==> config.mk <==
export PLATFORM = sky130hd
export DESIGN_NAME = fan_drive_ramp_control
export DESIGN_NICKNAME = d
export VERILOG_FILES = /design/src/logic/fan_ramp_pkg.sv /design/src/logic/ramp_if.sv /design/src/logic/tach_sync.sv /design/src/logic/duty_ramp.sv /design/src/logic/fan_drive_ramp_control.sv
export SDC_FILE = /design/constraint.sdc
export NUM_CORES = 1
export LEC_CHECK = 0
export BUFFER_PORTS_ARGS = -buffer_cell sky130_fd_sc_hd__buf_2
export CAP_MARGIN = 0
export CORE_UTILIZATION = 35
export CTS_BUF_LIST = sky130_fd_sc_hd__clkbuf_8
export CTS_CLUSTER_DIAMETER = 80
export DETAILED_ROUTE_END_ITERATION = 10
export GPL_TIMING_DRIVEN = 0
export HOLD_SLACK_MARGIN = 0.05
export PLACE_DENSITY = 0.65
export SYNTH_ARGS = -nofsm -noshare
export SYNTH_HDL_FRONTEND = slang
export SYNTH_SLANG_ARGS = --single-unit
==> constraint.sdc <==
create_clock -name CLOCK -period 4.9 [get_ports CLOCK]
set_input_delay 0.49 -clock CLOCK [delete_from_list [all_inputs] [get_ports CLOCK]]
set_output_delay 0.49 -clock CLOCK [all_outputs]
set_load 0.01 [all_outputs]
==> src/logic/fan_ramp_pkg.sv <==
// Constants, register map and increment decode for the fan drive ramp block
package fan_ramp_pkg;
   localparam int DUTY_W = 8;
   localparam logic [7:0] ADDR_ACOUSTIC = 8'h62;
   localparam logic [7:0] ADDR_STATUS = 8'h70;
   localparam logic [7:0] ACOUSTIC_RESET = 8'h00;
   localparam logic [7:0] DUTY_RESET = 8'h00;
   localparam logic [7:0] DUTY_OFF = 8'h00;
   localparam int RATE_LSB = 0;
   localparam int RATE_MSB = 2;
   localparam int RAMP_EN_BIT = 3;
   localparam int SYNC_BIT = 4;
   localparam int FLOOR1_BIT = 5;
   localparam int FLOOR2_BIT = 6;
   localparam int FLOOR3_BIT = 7;
   localparam int STATUS_BUSY_BIT = 0;
   localparam int CLOCK_HZ = 20_000_000;
   localparam int SLOT_TIME_US = 205_000;
   localparam int SLOT_CYCLES = (SLOT_TIME_US / 1000) * (CLOCK_HZ / 1000);

   typedef enum logic [0:0] {
      RAMP_HOLD = 1'b0,
      RAMP_STEP = 1'b1
   } ramp_state_t;

   // Duty increment applied per time slot for each rate code
   function automatic logic [7:0] ramp_increment(input logic [2:0] code);
      logic [7:0] inc;
      inc = 8'h01;
      case (code)
         3'h0: inc = 8'h01;
         3'h1: inc = 8'h02;
         3'h2: inc = 8'h03;
         3'h3: inc = 8'h04;
         3'h4: inc = 8'h08;
         3'h5: inc = 8'h0c;
         3'h6: inc = 8'h18;
         3'h7: inc = 8'h30;
         default: inc = 8'h01;
      endcase
      return inc;
   endfunction
endpackage

==> src/logic/ramp_if.sv <==
// Carrier between the control register logic and the duty ramp stepper
`timescale 1ns/10ps
interface ramp_if;
   logic [7:0] target;
   logic ramp_en;
   logic [2:0] rate_code;
   logic slot;
   logic [7:0] applied;
   logic busy;
   modport ctl (output target, ramp_en, rate_code, slot, input applied, busy);
   modport rmp (input target, ramp_en, rate_code, slot, output applied, busy);
endinterface

==> src/logic/tach_sync.sv <==
// Three-stage pin synchroniser for one fan speed input
`timescale 1ns/10ps
module tach_sync (
   input wire logic clk,
   input wire logic rst_n,
   input wire logic pin,
   output logic level
);
   logic s1_q;
   logic s2_q;
   logic s3_q;
   logic level_q;
   logic agree;

   assign agree = (s2_q == s3_q);
   assign level = level_q;

   always_ff @(posedge clk) begin
      if (!rst_n) begin
         s1_q <= 1'b0;
         s2_q <= 1'b0;
         s3_q <= 1'b0;
         level_q <= 1'b0;
      end else begin
         s1_q <= pin;
         s2_q <= s1_q;
         s3_q <= s2_q;
         if (agree) begin
            level_q <= s3_q;
         end
      end
   end
endmodule

==> src/logic/duty_ramp.sv <==
// Duty stepper that walks the applied duty toward its target once per slot
`timescale 1ns/10ps
module duty_ramp (
   input wire logic clk,
   input wire logic rst_n,
   ramp_if.rmp rif
);
   fan_ramp_pkg::ramp_state_t state_q;
   logic [7:0] applied_q;
   logic [7:0] inc;
   logic [7:0] diff_up;
   logic [7:0] diff_dn;
   logic [7:0] step_up;
   logic [7:0] step_dn;
   logic [7:0] applied_d;
   fan_ramp_pkg::ramp_state_t state_d;

   assign inc = fan_ramp_pkg::ramp_increment(rif.rate_code);
   assign diff_up = rif.target - applied_q;
   assign diff_dn = applied_q - rif.target;
   assign step_up = (diff_up < inc) ? rif.target : applied_q + inc;
   assign step_dn = (diff_dn < inc) ? rif.target : applied_q - inc;
   assign applied_d = !rif.ramp_en ? rif.target :
                      !rif.slot ? applied_q :
                      (applied_q < rif.target) ? step_up :
                      (applied_q > rif.target) ? step_dn : applied_q;
   assign state_d = (rif.ramp_en && (applied_d != rif.target)) ?
                    fan_ramp_pkg::RAMP_STEP : fan_ramp_pkg::RAMP_HOLD;
   assign rif.applied = applied_q;
   assign rif.busy = (state_q == fan_ramp_pkg::RAMP_STEP);

   always_ff @(posedge clk) begin
      if (!rst_n) begin
         applied_q <= fan_ramp_pkg::DUTY_RESET;
         state_q <= fan_ramp_pkg::RAMP_HOLD;
      end else begin
         applied_q <= applied_d;
         state_q <= state_d;
      end
   end
endmodule

==> src/logic/fan_drive_ramp_control.sv <==
// Acoustic ramp control register with drive duty selection and tach sync
//
// Function
// - Three-bit field picks drive 1 ramp rate; ramping walks duty toward new target.
// - Rate codes 0..7 step the duty by 1,2,3,4,8,12,24,48 per time slot.
// - Bit 3 enables drive 1 ramping; otherwise duty jumps straight to target.
// - Sync bit 4 set synchronises speed inputs 2, 3 and 4 to drive 3.
// - Sync bit clear synchronises only speed inputs 3 and 4 to drive 3.
// - Auto mode below threshold: bit 5 picks zero or floor duty for drive 1.
// - Auto mode below threshold: bit 6 picks zero or floor duty for drive 2.
// - Auto mode below threshold: bit 7 picks zero or floor duty for drive 3.
// - The acoustic control register resets to all zeros.
// - With the configuration lock set, writes to the register are ignored.
//
// Our own choice: the plain strobed port.
`timescale 1ns/10ps
module fan_drive_ramp_control #(
   parameter int SLOT_CYCLES = fan_ramp_pkg::SLOT_CYCLES
) (
   input wire logic CLOCK,
   input wire logic RST_B,
   input wire logic [7:0] REG_ADDR,
   input wire logic [7:0] REG_WDATA,
   input wire logic REG_WR,
   input wire logic REG_RD,
   output logic [7:0] REG_RDATA,
   input wire logic CONFIG_LOCK,
   input wire logic [7:0] CALC_DUTY_1,
   input wire logic [7:0] CALC_DUTY_2,
   input wire logic [7:0] CALC_DUTY_3,
   input wire logic [7:0] FLOOR_DUTY_1,
   input wire logic [7:0] FLOOR_DUTY_2,
   input wire logic [7:0] FLOOR_DUTY_3,
   input wire logic [2:0] AUTO_MODE,
   input wire logic [2:0] BELOW_THRESHOLD,
   input wire logic FAN_DRIVE_3_LEVEL,
   input wire logic FAN_SPEED_INPUT_2,
   input wire logic FAN_SPEED_INPUT_3,
   input wire logic FAN_SPEED_INPUT_4,
   output logic [7:0] FAN_DRIVE_1,
   output logic [7:0] FAN_DRIVE_2,
   output logic [7:0] FAN_DRIVE_3,
   output logic [2:0] SPEED_PIN,
   output logic [2:0] SPEED_GATE
);
   if (SLOT_CYCLES < 2) begin : slot_check
      $error("SLOT_CYCLES must be at least two for a one-cycle slot pulse");
   end

   ramp_if rif ();

   logic [7:0] acoustic_q;
   logic [7:0] rdata_q;
   logic [7:0] drive2_q;
   logic [7:0] drive3_q;
   logic [2:0] gate_q;
   logic [2:0] pin_q;
   logic [31:0] slot_cnt_q;
   logic slot_q;
   logic [2:0] speed_lvl;
   logic [2:0] synced;
   logic wr_acoustic;
   logic slot_end;
   logic [7:0] target1;
   logic [7:0] target2;
   logic [7:0] target3;
   logic [7:0] status_word;
   logic [7:0] read_mux;
   logic drive1_ramp_enable;
   logic drive1_below_floor_select;
   logic drive2_below_floor_select;
   logic drive3_below_floor_select;
   logic speed_sync_all;

   // Register field views
   assign drive1_ramp_enable = acoustic_q[fan_ramp_pkg::RAMP_EN_BIT];
   assign speed_sync_all = acoustic_q[fan_ramp_pkg::SYNC_BIT];
   assign drive1_below_floor_select = acoustic_q[fan_ramp_pkg::FLOOR1_BIT];
   assign drive2_below_floor_select = acoustic_q[fan_ramp_pkg::FLOOR2_BIT];
   assign drive3_below_floor_select = acoustic_q[fan_ramp_pkg::FLOOR3_BIT];

   // Register write decode, blocked by the configuration lock
   assign wr_acoustic = REG_WR && !CONFIG_LOCK &&
                        (REG_ADDR == fan_ramp_pkg::ADDR_ACOUSTIC);

   // Below-threshold duty choice in automatic mode
   assign target1 = (AUTO_MODE[0] && BELOW_THRESHOLD[0]) ?
      (drive1_below_floor_select ? FLOOR_DUTY_1 : fan_ramp_pkg::DUTY_OFF) :
      CALC_DUTY_1;
   assign target2 = (AUTO_MODE[1] && BELOW_THRESHOLD[1]) ?
      (drive2_below_floor_select ? FLOOR_DUTY_2 : fan_ramp_pkg::DUTY_OFF) :
      CALC_DUTY_2;
   assign target3 = (AUTO_MODE[2] && BELOW_THRESHOLD[2]) ?
      (drive3_below_floor_select ? FLOOR_DUTY_3 : fan_ramp_pkg::DUTY_OFF) :
      CALC_DUTY_3;

   // Ramp stepper hookup for drive 1
   assign rif.target = target1;
   assign rif.ramp_en = drive1_ramp_enable;
   assign rif.rate_code = acoustic_q[fan_ramp_pkg::RATE_MSB:fan_ramp_pkg::RATE_LSB];
   assign rif.slot = slot_q;

   duty_ramp ramp1 (
      .clk(CLOCK),
      .rst_n(RST_B),
      .rif(rif)
   );

   // Time slot divider, one-cycle enable pulse
   assign slot_end = (slot_cnt_q == 32'(SLOT_CYCLES - 1));

   // Speed input synchronisers
   tach_sync sync2 (
      .clk(CLOCK),
      .rst_n(RST_B),
      .pin(FAN_SPEED_INPUT_2),
      .level(speed_lvl[0])
   );
   tach_sync sync3 (
      .clk(CLOCK),
      .rst_n(RST_B),
      .pin(FAN_SPEED_INPUT_3),
      .level(speed_lvl[1])
   );
   tach_sync sync4 (
      .clk(CLOCK),
      .rst_n(RST_B),
      .pin(FAN_SPEED_INPUT_4),
      .level(speed_lvl[2])
   );

   // Which speed inputs are gated by drive 3
   assign synced = {1'b1, 1'b1, speed_sync_all};

   // Status and read selection
   assign status_word = {7'h00, rif.busy};
   assign read_mux = (REG_ADDR == fan_ramp_pkg::ADDR_ACOUSTIC) ? acoustic_q :
                     (REG_ADDR == fan_ramp_pkg::ADDR_STATUS) ? status_word : 8'h00;

   always_ff @(posedge CLOCK) begin
      if (!RST_B) begin
         acoustic_q <= fan_ramp_pkg::ACOUSTIC_RESET;
      end else if (wr_acoustic) begin
         acoustic_q <= REG_WDATA;
      end
   end

   always_ff @(posedge CLOCK) begin
      if (!RST_B) begin
         rdata_q <= 8'h00;
      end else begin
         rdata_q <= REG_RD ? read_mux : 8'h00;
      end
   end

   always_ff @(posedge CLOCK) begin
      if (!RST_B) begin
         slot_cnt_q <= 32'h0;
         slot_q <= 1'b0;
      end else begin
         slot_cnt_q <= slot_end ? 32'h0 : slot_cnt_q + 32'h1;
         slot_q <= slot_end;
      end
   end

   always_ff @(posedge CLOCK) begin
      if (!RST_B) begin
         drive2_q <= fan_ramp_pkg::DUTY_RESET;
         drive3_q <= fan_ramp_pkg::DUTY_RESET;
      end else begin
         drive2_q <= target2;
         drive3_q <= target3;
      end
   end

   always_ff @(posedge CLOCK) begin
      if (!RST_B) begin
         gate_q <= 3'h0;
         pin_q <= 3'h0;
      end else begin
         gate_q <= ~synced | {3{FAN_DRIVE_3_LEVEL}};
         pin_q <= speed_lvl;
      end
   end

   assign REG_RDATA = rdata_q;
   assign FAN_DRIVE_1 = rif.applied;
   assign FAN_DRIVE_2 = drive2_q;
   assign FAN_DRIVE_3 = drive3_q;
   assign SPEED_PIN = pin_q;
   assign SPEED_GATE = gate_q;
endmodule

### Word-level counts from Yosys, hierarchy flattened

Memory sizes are Yosys's and may differ from the RTL's. A register that Yosys moved wholly into a read port is not among the register bits.
Cells that the tools add are included.

* memory bits (read-only): 48
* memories: 1
* bits in registers: 92

Memory list
* (no name shown): words 8, width 6, rd ports 1, clocked after Yosys merged registers in 1, wr ports 0, line fan_ramp_pkg.sv:30 `case (code)`

* reduce and logical (&&, ||, !) cells: 9
* magnitude comparators: 4
* equality and inequality tests: 7
* bitwise logic cells: 3
* muxes and demuxes: 17
* $add $sub $neg: 5

Operators with widths (number)
* $mux W8: 13
* $add A32 B1 Y32 const B: 1
* $eq A32 B22 Y1 const B: 1
* $lt A8 B8 Y1: 3
* $sub A8 B8 Y8: 3
* $eq A8 B7 Y1 const B: 2
* $add A8 B8 Y8: 1
* $gt A8 B8 Y1: 1
* $ne A8 B8 Y1: 1
* $logic_and A1 B1 Y1: 6
* $mux W3: 2
* $eq A1 B1 Y1: 3
* $not A3 Y3: 1
* $or A3 B3 Y3: 1
* $mux W1: 2
* $reduce_and A2 Y1: 1
* $reduce_or A2 Y1: 1
* $logic_not A1 Y1: 1
* $not A1 Y1: 1

### Logic depth before layout (Yosys ltp)

Gate-level depths: netlist of the first run.

* depth in word-level cells: 12
* mapped depth: 21
* depth with buffers taken out: 19

### Modules after synthesis

A second synthesis of the first run with hierarchy kept.

* cell total of the unflattened synthesis: 702
* area total of the unflattened synthesis: 5790.6 µm²

Modules (own cells, without submodules)
* fan_drive_ramp_control: sequential area each 1401.3 µm², times used 1, cells an instance 361, area each 3062.9 µm²
* duty_ramp: sequential area each 180.2 µm², times used 1, cells an instance 311, area each 2378.5 µm²
* tach_sync: sequential area each 80.1 µm², times used 3, cells an instance 10, area each 116.4 µm²

### Worst setup path after synthesis of the first run

Ideal clock, no wire load.

* kind: in2reg
* start point: input AUTO_MODE[0]
* end point: register ramp1.state_q, in the netlist ramp1.rif.busy
* path buffers: 2
* setup time: 0.140 ns
* arrival: 3.911 ns
* required time: 4.760 ns
* cell stages on the path: 19
* setup slack: 0.849 ns
* cells stage by stage: nand2_1 buf_2 o21ai_1 ha_1 buf_6 a21oi_1 nand2_1 a21o_1 a21oi_1 xnor2_1 ha_1 a21oi_1 o211ai_1 or2_2 mux2_2 nor4bb_1 o21a_1 nor4_1 a41oi_1

* longest elaborated chain between the ends: 12
* elaborated cells between the ends (all ways): 17
* classes of those cells: add/sub: 2; order compare: 4; eq/ne: 1; mux: 8; reduce/logical: 2

Ends and longest elaborated chain
* start, declared: line fan_drive_ramp_control.sv:34 `input wire logic [2:0] AUTO_MODE,`
* $logic_and A1 B1 Y1 *: line fan_drive_ramp_control.sv:87 `assign target1 = (AUTO_MODE[0] && BELOW_THRESHOLD[0]) ?`
* $mux W8 *: line fan_drive_ramp_control.sv:87
* $sub A8 B8 Y8: line duty_ramp.sv:20 `assign diff_dn = applied_q - rif.target;`
* $lt A8 B8 Y1: line duty_ramp.sv:22 `assign step_dn = (diff_dn < inc) ? rif.target : applied_q - inc;`
* $mux W8: line duty_ramp.sv:22
* $mux W8: line duty_ramp.sv:26 `(applied_q > rif.target) ? step_dn : applied_q;`
* $mux W8: line duty_ramp.sv:25 `(applied_q < rif.target) ? step_up :`
* $mux W8: line duty_ramp.sv:24 `!rif.slot ? applied_q :`
* $mux W8: line duty_ramp.sv:23 `assign applied_d = !rif.ramp_en ? rif.target :`
* $ne A8 B8 Y1 *: line duty_ramp.sv:27 `assign state_d = (rif.ramp_en && (applied_d != rif.target)) ?`
* $logic_and A1 B1 Y1 *: line duty_ramp.sv:27
* $mux W1 *: line duty_ramp.sv:27
* end signal, assigned: line duty_ramp.sv:35 `state_q <= fan_ramp_pkg::RAMP_HOLD;`
* end signal, assigned: line duty_ramp.sv:38 `state_q <= state_d;`
* end, declared: line duty_ramp.sv:8 `fan_ramp_pkg::ramp_state_t state_q;`

Mark *: on every way between the ends. The rest lies on a longest branch, timed or not.
A chain may end at the register's enable or synchronous reset.

### Final worst setup path of the first run

Ends and elaborated chain as after synthesis.

==> out/results.ini, run 1 <==
[clocking]
post_cts.repair.setup_buffers = 0
cts.reportedPaths.clkPinSlew_ps = 90
cts_root_buf = clkbuf_8
clk_path_buf_depth = 2
htreeDepth = 3
hold_buffers = 0
cts-buffers-inserted = 9
cts_sinks = 97
cts_tree = done
clock_latency_ps = 360

[synthesis]
ys.flop_type = dfxtp_1
syn_area_sq_um = 5901
synth_nets = 855
synth.ff_latch_count = 97
syn_area_per_cell_sq_um = 8.072
synthCells = 731
async_flop_share_pct = 0
synth_edf_count = 0
yosys_warnings = 0
yosysSeqAreaShare_pct = 32.91
synth_cell_type_count = 71

[final_layout]
stdcell_area_sq_um = 6965
antenna_cells = 0
drive_gt1_share_pct = 18.33
n_fill_cell = 1716
nets = 981
final_cell_mix = 120 x buf_2, 96 x dfxtp_1, 77 x nor2_1
syn_to_final_growth_pct = 18.04
final_common_cell = buf_2
fin_util_pct = 42.15

[drt]
drtAntennaViolNets = 0
viasPerCell = 5.276
totalWireLength_um = 16640
post_drt_wl_per_cell_um = 15.38
via_count = 5709
drc = 0
drt_iter0_markers = 437
dr.pass1.iters = 5

[placed_design]
dp_hpwl_um = 12930
dpl_cell_area_sq_um = 6756
gp_congestion = 1.021
io_buffer_count = 116

[outcome]
status = completed

[floorplanning]
die_w_um = 131.8
io_pins = 117
dieHeight_um = 131.8
start_util_pct = 35.71
die_area_sq_um = 17380
fp.coreArea_sq_um = 16520
rows = 47

[worst_setup_path]
worst_path_most_repeated_cell = a21oi_1
crit_chain = buf_2, nand2_1, buf_2, o21ai_1, ha_1, buf_6, a21oi_1, nand2_1, a21o_1, a21oi_1, xnor2_1, ha_1, a21oi_1, o211ai_1, or2_2, mux2i_1, or2_1, nor3_1, a2bb2oi_1, a41oi_1
endpoint_kind = flop
path_buf_inv = 3
cp_slowest_stage_delay_ps = 490
crit_slowest_cell = o21ai_1
crit_required_ps = 5120
critPathKind = input port to flop
arrival_ps = 4790
startpoint_type = input port
critPathTopFamily = compound AO/OA/AOI/OAI gates
path_max_fanout = 10

[timing]
slew_violations = 0
finalSetupViolCount = 0
clock_skew_ps = 11.43
fin_crit_ps = 4572
rsz0062_at_grt = no
worstMarginPinSlew_ps = 962.0
fmax_mhz = 218.7
fin_hold_ws_ps = 340.3
fin_tns_setup_ps = 0
slew_headroom_pct = 35.73
hold_viol = 0
min_period_over_period_pct = 93.30

[grt]
grt_max_degree = 17
grt_overflow = 0
antenna_found_initial = 2
grt_pass1_wl_um = 26710
grt_usage_pct = 19.19
grt_pass1_vias = 5388

[power_and_ir_drop]
peakVddDrop_v = 0.0001694
powerDensity_nw_per_um2 = 254.3
leakage_nw = 2.997

[job]
drv_cap = 0

[min_path]
min_path_type = input port to flop

-- synth_stat cells (3+ instances only) --
cell type / number / share of area (%)
o21ai_0: 27 / 2.3
o211a_1: 3 / 0.51
o22ai_1: 3 / 0.32
o31a_1: 4 / 0.59
o2111ai_1: 3 / 0.45
or3_1: 5 / 0.53
buf_2: 4 / 0.34
dfxtp_1: 97 / 33
nand3_1: 38 / 3.2
nor2b_1: 7 / 0.74
nand4_1: 13 / 1.4
nor2_1: 77 / 4.9
and2_1: 24 / 2.5
xnor2_1: 22 / 3.3
and4_1: 6 / 0.89
nand2b_1: 5 / 0.53
nand2_1: 73 / 4.6
clkbuf_1: 16 / 1.0
buf_6: 3 / 0.57
o21a_1: 6 / 0.76
a31oi_1: 6 / 0.64
xor2_1: 21 / 3.1
a21o_1: 11 / 1.4
o211ai_1: 4 / 0.51
and3_1: 5 / 0.53
a211oi_1: 8 / 1.0
inv_1: 32 / 2.0
buf_1: 4 / 0.25
a21oi_1: 65 / 5.5
nand3b_1: 3 / 0.38
mux2i_1: 11 / 1.9
ha_1: 41 / 8.7
nor3b_1: 4 / 0.51
fa_1: 4 / 1.4
nor3_1: 19 / 1.6
nor4_1: 11 / 1.2
o21ai_1: 4 / 0.34
-- final timing paths --
check	cells after the start	slack, ps	startpoint	to
setup reg to reg	18	350	acoustic_q[5]	ramp1.rif.busy
setup / recovery	20	330	AUTO_MODE[0]	ramp1.rif.busy
hold / removal	2	340	FAN_SPEED_INPUT_2	sync2.s1_q
hold reg to reg	1	430	sync4.s1_q	sync4.s2_q
-- worst reg2reg max path, cell delays in order, from the launching register on --
cell and delay [ps]:
dfxtp_2 450, nand2_1 80, o21ai_1 460, ha_1 350, buf_6 140, a21oi_1 170
nand2_1 140, a21o_1 190, a21oi_1 160, xnor2_1 150, ha_1 280, a21oi_1 150
o211ai_1 180, or2_2 360, mux2i_1 120, or2_1 250, nor3_1 310, a2bb2oi_1 290
a41oi_1 160
-- kinds of logic (layout without fill, tap and decap cells) --
kind of cell             after synthesis  in the layout  share of synthesized area (%)
multiplexers                          13             13                          2.248
AND/OR/NAND/NOR                      302            302                          25.45
adder cells (fa/ha/maj)               45             45                          10.05
flip-flops                            97             97                          32.91
buffers and inverters                 63            194                          4.601
AO/OA/AOI/OAI                        168            168                          18.36
XOR/XNOR                              43             43                          6.383
-- metal layers --
| metal | global-route usage [%] | wire [um] | share of wire, % | up-vias |
|---|---|---|---|---|
| li1 | - | - | - | 2833 |
| met1 | 24.28 | 7394 | 44 | 2638 |
| met2 | 31.31 | 7718 | 46 | 191 |
| met3 | 4.229 | 1005 | 6.0 | 45 |
| met4 | 8.398 | 506 | 3.0 | 2 |
| met5 | 0 | 17 | 0.10 | - |
-- layout make-up --
type | instances | area [sq um] | area share, %
buffer | 28 | 140.1 | 2.012
inverter | 34 | 127.6 | 1.832
sequential | 97 | 1943 | 27.90
clock buffer | 10 | 137.6 | 1.976
clock inverter | 6 | 65.06 | 0.9341
tap | 220 | 275.3 | 3.952
timing repair buffer | 116 | 580.6 | 8.335
multi-input combinational | 571 | 3696 | 53.06
-- through the flow --
step	instances	power, mW	setup slack [ps]
finish	1082	1.771	328.1
global route	1082	1.864	96.86
CTS	1083	1.785	109.6
detailed placement	1067	1.254	-272.8
global placement	1067	1.250	-310.0
floorplan	731	1.126	848.7
-- sequential cells by signal (all words and copies together) (netlist names), 2 cells and up --
register           count
slot_cnt_q            32
FAN_DRIVE_2            8
FAN_DRIVE_3            8
REG_RDATA              8
acoustic_q             8
ramp1.rif.applied      8
ramp1.inc              6
SPEED_PIN              3
SPEED_GATE             2
-- report_power, final --
part	switching [mW]	internal (mW)	total, mW	leakage, nW
registers	0.0161	0.804	0.820	0.790
logic	0.251	0.174	0.425	2.10
clock network	0.275	0.251	0.526	0.103
total	0.542	1.23	1.77	3.00
-- repair_timing --
| action | 4_1_cts | 5_1_grt |
|---|---|---|
| resized for setup | 1 | 4 |
| cloned | 0 | 0 |
| setup endpoints to repair | 1 | 2 |
Note: power is estimated with default switching activity, not from simulation.
==> run 2: changes to the inputs <==
--- a/config.mk
+++ b/config.mk
@@ -6,14 +6,15 @@
 export NUM_CORES = 1
 export LEC_CHECK = 0
 export BUFFER_PORTS_ARGS = -buffer_cell sky130_fd_sc_hd__buf_2
-export CAP_MARGIN = 0
+export CELL_PAD_IN_SITES_DETAIL_PLACEMENT = 0
+export CELL_PAD_IN_SITES_GLOBAL_PLACEMENT = 1
 export CORE_UTILIZATION = 35
 export CTS_BUF_LIST = sky130_fd_sc_hd__clkbuf_8
 export CTS_CLUSTER_DIAMETER = 80
 export DETAILED_ROUTE_END_ITERATION = 10
 export GPL_TIMING_DRIVEN = 0
 export HOLD_SLACK_MARGIN = 0.05
-export PLACE_DENSITY = 0.65
+export PLACE_DENSITY = 0.8
 export SYNTH_ARGS = -nofsm -noshare
 export SYNTH_HDL_FRONTEND = slang
 export SYNTH_SLANG_ARGS = --single-unit
==> out/results.ini, run 2 (synthesis gave the netlist of run 1 again) <==
[outcome]
status = completed

[power_and_ir_drop]
p_clk_share_pct = 27.4
power_switching_mw = 0.5470
combPwrFrac_pct = 24.6
p_int_mw = 1.162
powerDensity_nw_per_um2 = 246.8
power_switching_share_pct = 32.00
peakVddDrop_v = 0.0001284
leakage_nw = 2.980
seq_power_share_pct = 47.9

[timing]
clock_skew_ps = 9.133
fmax_mhz = 217.1
fin_crit_ps = 4606
worstMarginPinSlew_ps = 1108
fin_tns_setup_ps = 0
min_period_over_period_pct = 93.99
rsz0062_at_grt = no
finalSetupViolCount = 0
hold_viol = 0
slew_violations = 0
slew_headroom_pct = 26.00

[worst_setup_path]
path_max_fanout = 10
r2r_start = acoustic_q[5]
arrival_ps = 4820
critPathKind = flop to flop
cp-startpoint = acoustic_q[5]
endpoint_kind = flop
reg2reg_slack_ps = 290
startpoint_type = flop
crit_required_ps = 5110

[clocking]
cts_root_buf = clkbuf_8
clk_path_buf_depth = 2
hold_buffers = 0
clock_latency_ps = 370
cts_tree = done
cts_sinks = 97
postCtsResizedCells = 0
cts.reportedPaths.clkPinSlew_ps = 100
post_cts.repair.setup_buffers = 0
htreeDepth = 3
cts-buffers-inserted = 9

[drt]
drt-met1-wl_um = 7851
drt_iter0_markers = 424
drtAntennaViolNets = 0
totalWireLength_um = 17030
wl_met3_um = 847
dr.pass1.iters = 5
dr.max_layer_used = met4
dr_wl_met2_um = 7844
viasPerCell = 5.195
via_count = 5621
post_drt_wl_per_cell_um = 15.74
drc = 0

[grt]
grt_max_degree = 17
grt_overflow = 0
grt_pass1_vias = 5241
antenna_found_initial = 0
grt_pass1_wl_um = 27530
grt_usage_pct = 19.76

[final_layout]
nets = 981
stdcell_area_sq_um = 6927
largest_reg_flops = 32
syn_to_final_growth_pct = 17.39
drive_gt1_share_pct = 18.10
final_common_cell = buf_2
regMostFlops = slot_cnt_q
antenna_cells = 0
final_cell_mix = 120 x buf_2, 97 x dfxtp_1, 77 x nor2_1

[floorplanning]
die_w_um = 131.8
die_area_sq_um = 17380
start_util_pct = 35.71
fp.coreArea_sq_um = 16520
dieHeight_um = 131.8
rows = 47
io_pins = 117

[min_path]
min_path_type = input port to flop
hp-start = FAN_SPEED_INPUT_3

[placed_design]
dp_hpwl_um = 13360
io_buffer_count = 116
dpl_cell_area_sq_um = 6756
gp_congestion = 0.9433

[job]
drv_cap = 0

-- run 2: path summary, 6_finish.rpt --
check	depth (start not counted)	to
worst max register to register	17	ramp1.rif.busy
worst min-delay path	2	sync3.s1_q
worst max-delay path	17	ramp1.rif.busy
worst min register to register	1	sync3.s2_q
-- run 2: power groups by stage --
stage / registers (mW) / logic [mW] / clock network [mW]
after floorplan: 0.839 / 0.287 / 0
after global placement: 0.838 / 0.415 / 0
after detailed placement: 0.838 / 0.415 / 0
after CTS: 0.819 / 0.417 / 0.484
after global routing: 0.822 / 0.469 / 0.514
final: 0.820 / 0.421 / 0.469
-- run 2: layer usage --
| layer | GRT usage, % | up-vias |
|---|---|---|
| met2 | 32.28 | 183 |
| met4 | 6.977 | 0 |
| li1 | - | 2829 |
| met3 | 3.345 | 36 |
| met5 | 0 | - |
| met1 | 26.19 | 2573 |
-- run 2: worst max-delay path, cell delays in order, from the launching register on --
cell and delay, ps:
dfxtp_1 530, and4_1 240, a21o_1 310, inv_1 260, ha_1 250, a21oi_1 190
nand2_1 120, a21o_1 200, a21oi_1 170, xnor2_1 90, ha_1 180, a211oi_1 300
o211ai_1 320, nor2_2 330, o21ai_0 150, a22o_1 250, a2111oi_2 370, a41oi_1 200
-- run 2: cell type report --
type	count	area [sq um]
clock buffer	9	123.9
fill	1753	9598
timing repair buffer	116	580.6
buffer	28	140.1
inverter	34	127.6
tap	220	275.3
sequential	97	1942
clock inverter	7	46.29
multi-input combinational	571	3691
-- run 2: through the flow --
| stage | worst slack (ps) | std cells | power, mW | utilization [%] | hold WS, ps |
|---|---|---|---|---|---|
| after floorplan | 848.7 | 731 | 1.126 | - | 411.9 |
| after global placement | -158.4 | 1067 | 1.253 | 40.89 | 413.2 |
| after detailed placement | -73.82 | 1067 | 1.252 | 40.89 | 424.7 |
| after CTS | 56.71 | 1083 | 1.721 | 41.92 | 313.2 |
| after global routing | 19.07 | 1082 | 1.805 | 41.92 | 312.3 |
| final | 294.5 | 1082 | 1.709 | 41.92 | 323.3 |
